==> src/logic/timer_gate_defines.vh <==
`ifndef TIMER_GATE_DEFINES_VH
`define TIMER_GATE_DEFINES_VH

// register byte addresses
`define ADDR_GATE_CTRL 4'h0
`define ADDR_TIMER_CTRL 4'h4
`define ADDR_IRQ_STATUS 4'h8
`define ADDR_IRQ_MASK 4'hc

// gate control field positions
`define GC_ENABLE 7
`define GC_POLARITY 6
`define GC_TOGGLE 5
`define GC_SINGLE 4
`define GC_GO_DONE 3
`define GC_LIVE 2
`define GC_SRC_HI 1
`define GC_SRC_LO 0

// timer control field positions
`define TC_RUN 0

// interrupt status / mask field positions
`define IRQ_DONE 0
`define IRQ_EDGE 1
`define IRQ_WIDTH 2

// gate source codes
`define SRC_PIN 2'h0
`define SRC_OVERFLOW 2'h1
`define SRC_PERIOD 2'h2
`define SRC_WATCHDOG 2'h3

// reset values
`define GATE_CTRL_RESET 8'h00
`define TIMER_CTRL_RESET 1'h0
`define IRQ_RESET 2'h0

// bus responses
`define RESP_OKAY 2'h0
`define RESP_SLVERR 2'h2

// single-pulse acquisition states
`define PULSE_IDLE 2'h0
`define PULSE_ARMED 2'h1
`define PULSE_OPEN 2'h2

`endif

==> src/logic/timer_gate_control.v <==
`include "timer_gate_defines.vh"
`timescale 1ns/1ps
`default_nettype none

module timer_gate_control (
    input wire clock,
    input wire sys_rst,
    input wire clockEnable,
    // gate sources
    input wire gatePin,
    input wire overflowOut,
    input wire periodMatchOut,
    input wire watchdogScalerOut,
    // qualified counting
    input wire countTick,
    output reg countAdvance,
    output reg irq,
    // AXI4-Lite slave
    input wire [3:0] s_axi_awaddr,
    input wire s_axi_awvalid,
    output reg s_axi_awready,
    input wire [31:0] s_axi_wdata,
    input wire [3:0] s_axi_wstrb,
    input wire s_axi_wvalid,
    output reg s_axi_wready,
    output reg [1:0] s_axi_bresp,
    output reg s_axi_bvalid,
    input wire s_axi_bready,
    input wire [3:0] s_axi_araddr,
    input wire s_axi_arvalid,
    output reg s_axi_arready,
    output reg [31:0] s_axi_rdata,
    output reg [1:0] s_axi_rresp,
    output reg s_axi_rvalid,
    input wire s_axi_rready
);

    // control fields
    reg gateEnable;
    reg gatePolarity;
    reg toggleMode;
    reg singlePulseMode;
    reg goDone;
    reg [1:0] sourceSelect;
    reg timerRun;
    reg [`IRQ_WIDTH-1:0] irqStatus;
    reg [`IRQ_WIDTH-1:0] irqMask;

    // pin synchroniser
    reg pinSync1;
    reg pinSync2;
    reg pinSync3;
    reg pinLevel;

    // gate processing state
    reg polarPrev;
    reg toggleFlop;
    reg gatedPrev;
    reg [1:0] pulseState;
    reg gateLive;

    // bus state
    reg awHeld;
    reg wHeld;
    reg [3:0] writeAddr;
    reg [7:0] writeData;
    reg writeLane0;

    wire [1:0] irqEvents;
    reg selectedSource;
    reg next_gateLive;
    reg [1:0] next_pulseState;
    reg pulseDoneEvent;
    reg [31:0] readWord;
    reg readHit;
    wire writeFire;
    wire readFire;
    wire statusRead;
    wire polarSignal;
    wire toggledSignal;
    wire toggledRise;

    // pin: three stages, level taken only once stages two and three agree
    always @(posedge clock or posedge sys_rst) begin
        if (sys_rst) begin
            pinSync1 <= 1'b0;
            pinSync2 <= 1'b0;
            pinSync3 <= 1'b0;
            pinLevel <= 1'b0;
        end else if (clockEnable) begin
            pinSync1 <= gatePin;
            pinSync2 <= pinSync1;
            pinSync3 <= pinSync2;
            if (pinSync2 == pinSync3) begin
                pinLevel <= pinSync3;
            end
        end
    end

    always @* begin
        case (sourceSelect)
            `SRC_PIN: selectedSource = pinLevel;
            `SRC_OVERFLOW: selectedSource = overflowOut;
            `SRC_PERIOD: selectedSource = periodMatchOut;
            `SRC_WATCHDOG: selectedSource = watchdogScalerOut;
            default: selectedSource = pinLevel;
        endcase
    end

    // after polarity the gate is active high everywhere downstream
    assign polarSignal = gatePolarity ? selectedSource : ~selectedSource;
    assign toggledSignal = toggleMode ? toggleFlop : polarSignal;
    assign toggledRise = toggledSignal & ~gatedPrev;

    // single-pulse acquisition: armed waits for a rising edge, open lasts to the falling edge
    always @* begin
        next_pulseState = pulseState;
        pulseDoneEvent = 1'b0;
        next_gateLive = toggledSignal;
        if (!singlePulseMode) begin
            next_pulseState = `PULSE_IDLE;
        end else begin
            case (pulseState)
                `PULSE_IDLE: begin
                    next_gateLive = 1'b0;
                    if (goDone) begin
                        next_pulseState = `PULSE_ARMED;
                    end
                end
                `PULSE_ARMED: begin
                    next_gateLive = 1'b0;
                    // go written 0 cancels a waiting acquisition
                    if (!goDone) begin
                        next_pulseState = `PULSE_IDLE;
                    end else if (toggledRise) begin
                        next_pulseState = `PULSE_OPEN;
                        next_gateLive = 1'b1;
                    end
                end
                `PULSE_OPEN: begin
                    if (!toggledSignal) begin
                        next_pulseState = `PULSE_IDLE;
                        pulseDoneEvent = 1'b1;
                    end
                end
                default: begin
                    next_pulseState = `PULSE_IDLE;
                    next_gateLive = 1'b0;
                end
            endcase
        end
    end

    always @(posedge clock or posedge sys_rst) begin
        if (sys_rst) begin
            // after reset the gate idles active (low pin, active-low polarity): no false rising edge
            polarPrev <= 1'b1;
            toggleFlop <= 1'b0;
            gatedPrev <= 1'b1;
            pulseState <= `PULSE_IDLE;
            gateLive <= 1'b0;
        end else if (clockEnable) begin
            polarPrev <= polarSignal;
            if (!toggleMode || !timerRun) begin
                toggleFlop <= 1'b0;
            end else if (polarSignal && !polarPrev) begin
                toggleFlop <= ~toggleFlop;
            end
            gatedPrev <= toggledSignal;
            pulseState <= next_pulseState;
            gateLive <= next_gateLive;
        end
    end

    // count enable moves with the live gate in the same cycle, registered from its next value
    always @(posedge clock or posedge sys_rst) begin
        if (sys_rst) begin
            countAdvance <= 1'b0;
        end else if (clockEnable) begin
            if (!timerRun) begin
                countAdvance <= 1'b0;
            end else if (!gateEnable) begin
                countAdvance <= countTick;
            end else begin
                countAdvance <= countTick & next_gateLive;
            end
        end
    end

    assign writeFire = awHeld && wHeld && !s_axi_bvalid;
    assign readFire = s_axi_arvalid && s_axi_arready;
    assign statusRead = readFire && (s_axi_araddr == `ADDR_IRQ_STATUS);
    assign irqEvents = {toggledRise, pulseDoneEvent};

    // write channel: address and data taken in either order
    always @(posedge clock or posedge sys_rst) begin
        if (sys_rst) begin
            s_axi_awready <= 1'b0;
            s_axi_wready <= 1'b0;
            s_axi_bvalid <= 1'b0;
            s_axi_bresp <= `RESP_OKAY;
            awHeld <= 1'b0;
            wHeld <= 1'b0;
            writeAddr <= 4'h0;
            writeData <= 8'h00;
            writeLane0 <= 1'b0;
        end else if (clockEnable) begin
            s_axi_awready <= 1'b0;
            s_axi_wready <= 1'b0;
            if (s_axi_awvalid && !awHeld && !s_axi_awready && !s_axi_bvalid) begin
                s_axi_awready <= 1'b1;
            end
            if (s_axi_awvalid && s_axi_awready) begin
                awHeld <= 1'b1;
                writeAddr <= s_axi_awaddr;
            end
            if (s_axi_wvalid && !wHeld && !s_axi_wready && !s_axi_bvalid) begin
                s_axi_wready <= 1'b1;
            end
            if (s_axi_wvalid && s_axi_wready) begin
                wHeld <= 1'b1;
                writeData <= s_axi_wdata[7:0];
                writeLane0 <= s_axi_wstrb[0];
            end
            if (writeFire) begin
                awHeld <= 1'b0;
                wHeld <= 1'b0;
                s_axi_bvalid <= 1'b1;
                case (writeAddr)
                    `ADDR_GATE_CTRL, `ADDR_TIMER_CTRL, `ADDR_IRQ_STATUS, `ADDR_IRQ_MASK:
                        s_axi_bresp <= `RESP_OKAY;
                    default:
                        s_axi_bresp <= `RESP_SLVERR;
                endcase
            end else if (s_axi_bvalid && s_axi_bready) begin
                s_axi_bvalid <= 1'b0;
            end
        end
    end

    // register file
    always @(posedge clock or posedge sys_rst) begin
        if (sys_rst) begin
            gateEnable <= 1'b0;
            gatePolarity <= 1'b0;
            toggleMode <= 1'b0;
            singlePulseMode <= 1'b0;
            goDone <= 1'b0;
            sourceSelect <= `SRC_PIN;
            timerRun <= `TIMER_CTRL_RESET;
            irqMask <= `IRQ_RESET;
        end else if (clockEnable) begin
            if (pulseDoneEvent) begin
                goDone <= 1'b0;
            end
            if (writeFire && writeLane0) begin
                case (writeAddr)
                    `ADDR_GATE_CTRL: begin
                        gateEnable <= writeData[`GC_ENABLE];
                        gatePolarity <= writeData[`GC_POLARITY];
                        toggleMode <= writeData[`GC_TOGGLE];
                        singlePulseMode <= writeData[`GC_SINGLE];
                        sourceSelect <= writeData[`GC_SRC_HI:`GC_SRC_LO];
                        // go only arms with single-pulse mode on; clearing the mode drops it
                        if (!writeData[`GC_SINGLE]) begin
                            goDone <= 1'b0;
                        end else if (writeData[`GC_GO_DONE] && pulseState == `PULSE_IDLE) begin
                            goDone <= 1'b1;
                        end else if (!writeData[`GC_GO_DONE]) begin
                            goDone <= 1'b0;
                        end
                    end
                    `ADDR_TIMER_CTRL: timerRun <= writeData[`TC_RUN];
                    `ADDR_IRQ_MASK: irqMask <= writeData[`IRQ_WIDTH-1:0];
                    default: ;
                endcase
            end
        end
    end

    // sticky status: an event in the cycle of a clearing read survives
    genvar i;
    generate
        for (i = 0; i < `IRQ_WIDTH; i = i + 1) begin : statusBits
            always @(posedge clock or posedge sys_rst) begin
                if (sys_rst) begin
                    irqStatus[i] <= 1'b0;
                end else if (clockEnable) begin
                    if (irqEvents[i]) begin
                        irqStatus[i] <= 1'b1;
                    end else if (statusRead) begin
                        irqStatus[i] <= 1'b0;
                    end
                end
            end
        end
    endgenerate

    always @(posedge clock or posedge sys_rst) begin
        if (sys_rst) begin
            irq <= 1'b0;
        end else if (clockEnable) begin
            irq <= |(irqStatus & irqMask);
        end
    end

    always @* begin
        readWord = 32'h00000000;
        readHit = 1'b1;
        case (s_axi_araddr)
            `ADDR_GATE_CTRL: begin
                readWord[`GC_ENABLE] = gateEnable;
                readWord[`GC_POLARITY] = gatePolarity;
                readWord[`GC_TOGGLE] = toggleMode;
                readWord[`GC_SINGLE] = singlePulseMode;
                readWord[`GC_GO_DONE] = goDone;
                readWord[`GC_LIVE] = gateLive;
                readWord[`GC_SRC_HI:`GC_SRC_LO] = sourceSelect;
            end
            `ADDR_TIMER_CTRL: readWord[`TC_RUN] = timerRun;
            `ADDR_IRQ_STATUS: readWord[`IRQ_WIDTH-1:0] = irqStatus;
            `ADDR_IRQ_MASK: readWord[`IRQ_WIDTH-1:0] = irqMask;
            default: readHit = 1'b0;
        endcase
    end

    // read channel
    always @(posedge clock or posedge sys_rst) begin
        if (sys_rst) begin
            s_axi_arready <= 1'b0;
            s_axi_rvalid <= 1'b0;
            s_axi_rdata <= 32'h00000000;
            s_axi_rresp <= `RESP_OKAY;
        end else if (clockEnable) begin
            s_axi_arready <= 1'b0;
            if (s_axi_arvalid && !s_axi_arready && !s_axi_rvalid) begin
                s_axi_arready <= 1'b1;
            end
            if (readFire) begin
                s_axi_rvalid <= 1'b1;
                s_axi_rdata <= readWord;
                s_axi_rresp <= readHit ? `RESP_OKAY : `RESP_SLVERR;
            end else if (s_axi_rvalid && s_axi_rready) begin
                s_axi_rvalid <= 1'b0;
            end
        end
    end

endmodule

`default_nettype wire

==> config.mk <==
export PLATFORM = sky130hd
export DESIGN_NAME = timer_gate_control
export DESIGN_NICKNAME = d
export VERILOG_FILES = /design/src/logic/timer_gate_control.v
export VERILOG_INCLUDE_DIRS = /design/src /design/src/logic
export SDC_FILE = /design/constraint.sdc
export NUM_CORES = 1
export LEC_CHECK = 0
export BUFFER_PORTS_ARGS = -buffer_cell sky130_fd_sc_hd__buf_2
export CORE_MARGIN = 2
export CORE_UTILIZATION = 53
export DETAILED_ROUTE_END_ITERATION = 10
export GPL_TIMING_DRIVEN = 0
export MAX_ROUTING_LAYER = met4
export PLACE_DENSITY = 0.94
export SKIP_CTS_REPAIR_TIMING = 1
export SYNTH_ARGS = -nofsm -noshare
export SYNTH_HDL_FRONTEND = slang
export SYNTH_SLANG_ARGS = --single-unit
==> constraint.sdc <==
create_clock -name clock -period 3.4 [get_ports clock]
set_clock_uncertainty 0.15 [all_clocks]
set_input_delay 0.34 -clock clock [delete_from_list [all_inputs] [get_ports clock]]
set_output_delay 0.34 -clock clock [all_outputs]
set_load 0.05 [all_outputs]
==> reports/metrics.json <==
{
  "clkPwrFrac_pct": 17.9,
  "cts_htree_levels": 2,
  "power.switching_mw": 0.869,
  "clock.fmax_ghz": 0.430,
  "worst-endpoint-required_ns": 3.46,
  "fin_hold_ws_ns": 0.0924,
  "synth-warning-count": 0,
  "finish.cell_count_without_fillers": 381,
  "io_buffer_count": 44,
  "ios": 100,
  "synthToLayoutAreaGrowth_pct": 20.3,
  "synth_seq_area_share_pct": 50.6,
  "cts_made_buffers": 5,
  "synth_ff_type": "dfrtp_1",
  "floorplan.initialDensity_pct": 55.2,
  "grt_pass1_wl_um": 8960,
  "synth_cell_type_count": 45,
  "antenna_cells_inserted": 0,
  "gp_congestion": 0.899,
  "numPlacedInstances": 372,
  "floorplan.die.width_um": 74.4,
  "wl_per_cell_um": 14.6,
  "p_seq_share_pct": 46.0,
  "num-nets-final": 373,
  "syn-mean-instance-area_um2": 11.2,
  "clock_insertion_delay_at_the_later_pin_of_the_skew_report_ns": 0.31,
  "clkSlewWorstSetupHoldPaths_ns": 0.10,
  "longest_individual_stage_delay_on_the_worst_path_ns": 0.49,
  "postRouteAntennaNets": 0,
  "drt_iter0_markers": 109,
  "timing.final.max_slew_violations": 0,
  "vias_per_cell": 5.25,
  "placementRows": 25,
  "proportion_of_synthesized_flip_flops_having_asynchronous_set_or_reset_pct": 100,
  "max-vdd-ir-drop_v": 0.000448,
  "leakage_nw": 1.60,
  "start_kind": "register",
  "most_frequent_cells_in_the_layout": "dfrtp_1, buf_2, mux2_2",
  "internal_power_mw": 1.34,
  "rsz0062_at_grt": "no",
  "cts.path.max_buffers": 2,
  "postSynthCellCount": 235,
  "min-delay-path-class": "primary input to register",
  "worstPathCellList": "mux2i_1 > mux2_4 > a2111o_1 > a21o_1 > a221o_1",
  "power_frac_comb_pct": 36.1,
  "maxCapViolCount": 0,
  "setup_ws_final_ns": 1.08,
  "library_cell_contributing_the_largest_single_delay_on_the_critical_path": "a2111o_1",
  "cp-end-kind": "register",
  "core_area_mm2": 0.00475,
  "tritoncts_num_sinks": 53,
  "clockRootBuffer": "clkbuf_8",
  "drt_first_pass_iters": 4,
  "yosys_register_bits": 53,
  "synth_enable_flop_cells": 0,
  "post-route-min-period_ns": 2.32,
  "worst-path-max-fanout": 5,
  "dp_slack_ns": 1.10,
  "power.switching_fraction_pct": 39.3,
  "slew_headroom_pct": 54.4,
  "post-route-period-util_pct": 68.3,
  "status": "finished clean",
  "tritoncts": "yes",
  "hold_viol": 0,
  "antenna_found_initial": 0,
  "leading_cell_type_in_the_layout_fill_and_taps_excluded": "dfrtp_1",
  "pin_count_of_the_biggest_net_entering_global_routing": 40,
  "slew_at_the_pin_closest_to_its_max_slew_limit_ns": 0.679,
  "dp_hpwl_um": 4220,
  "setup_violations": 0,
  "finish.utilization_pct": 66.4,
  "grt_pass1_vias": 1913,
  "drive_gt1_share_pct": 37.3,
  "dieArea_mm2": 0.00553,
  "power_density_mw_per_mm2": 700,
  "track_usage_pct": 22.6,
  "die_h_um": 74.4,
  "cp_data_arrival_time_ns": 2.38,
  "synth_area_mm2": 0.00263,
  "crit_type": "register to register",
  "route.vias.total": 2001,
  "routed_wirelength_um": 5550,
  "overflow_after_grt": 0,
  "totalNegativeSetupSlack_ns": 0,
  "drc": 0
}
[cells by family (layout without fill, tap and decap cells)]
group                    Yosys count  count (layout)  synth area share [%]
AND/OR/NAND/NOR                   61              61                  11.3
flip-flops                        53              53                  50.6
AO/OA/AOI/OAI                     45              45                  12.3
buffers and inverters             38              92                  9.15
multiplexers                      33              33                  14.7
adder cells (fa/ha/maj)            3               3                  1.43
other                              1              26                 0.143
XOR/XNOR                           1               1                 0.334
[synth_stat cells (all sizes together) (2+ instances only)]
| cell type | count | area, um^2 |
|---|---|---|
| a31o | 2 | 17.5 |
| inv | 6 | 22.5 |
| nor4 | 2 | 18.8 |
| ha | 3 | 37.5 |
| o21ai | 10 | 50.1 |
| nand3 | 6 | 30.0 |
| a211oi | 2 | 15.0 |
| clkbuf | 5 | 18.8 |
| nand4 | 3 | 18.8 |
| a31oi | 3 | 18.8 |
| dfrtp | 51 | 1280 |
| nor2 | 11 | 41.3 |
| mux2i | 3 | 30.0 |
| and3 | 2 | 13.8 |
| a21oi | 6 | 30.0 |
| nand2 | 27 | 101 |
| dfstp | 2 | 52.6 |
| a22oi | 2 | 15.0 |
| a22o | 7 | 61.3 |
| and3b | 2 | 17.5 |
| a32o | 2 | 20.0 |
| nor4b | 2 | 17.5 |
| mux2 | 29 | 330 |
| nor3 | 2 | 10.0 |
| buf | 27 | 199 |
| nor2b | 2 | 12.5 |
| a21o | 2 | 15.0 |
[critical path: cells and delay by family (launching register included)]
| kind | cells | cell delay (ns) |
|---|---|---|
| mux | 2 | 0.61 |
| compound gates | 3 | 1.00 |
| flops | 1 | 0.46 |
[state kept, by name, indices dropped and copies added (netlist names), 2 cells and up]
name and flops:
s_axi_rdata 8, writeData 7, writeAddr 4, irqMask 2, irqStatus 2, pulseState 2, sourceSelect 2
[cell type report]
| class | instances | area (um^2) |
|---|---|---|
| buffer | 32 | 218 |
| clock buffer | 7 | 96.3 |
| clock inverter | 1 | 8.76 |
| fill | 379 | 1600 |
| inverter | 6 | 22.5 |
| multi-input combinational | 169 | 1150 |
| sequential | 53 | 1330 |
| tap | 67 | 83.8 |
| timing repair buffer | 46 | 250 |
[power groups by stage]
stage | combinational [mW] | sequential (mW) | clock (mW)
global placement | 0.757 | 1.01 | 0
global route | 0.871 | 1.05 | 0.428
finish | 0.799 | 1.02 | 0.396
CTS | 0.799 | 1.02 | 0.402
floorplan | 0.511 | 1.10 | 0
detailed placement | 0.790 | 1.03 | 0
[layer usage]
metal / GRT usage (%) / wire length (um)
met3: 4.20 / 316
met1: 27.4 / 2300
met4: 8.73 / 117
met2: 37.7 / 2810
met5: - / 0
[stage by stage]
stage / power, mW / cell area [um^2]
6_report: 2.21 / 3160
4_1_cts: 2.22 / 3150
5_1_grt: 2.34 / 3160
3_5_place_dp: 1.82 / 3040
3_3_place_gp: 1.76 / 3020
2_1_floorplan: 1.61 / 2720
[final timing paths]
check / from / to / slack [ns] / cells after the start
worst max-delay path: sourceSelect[0] / pulseState[0] / 1.08 / 5
worst min-delay path: s_axi_araddr[1] / s_axi_rdata[1] / 0.09 / 2
worst max register to register: sourceSelect[0] / pulseState[0] / 1.08 / 5
worst min register to register: s_axi_rdata[0] / s_axi_rdata[0] / 0.34 / 2
max in group asynchronous: sys_rst / polarPrev / 2.16 / 4
min in group asynchronous: sys_rst / s_axi_rvalid / 0.36 / 3
Power figures use the tool's default switching activity.
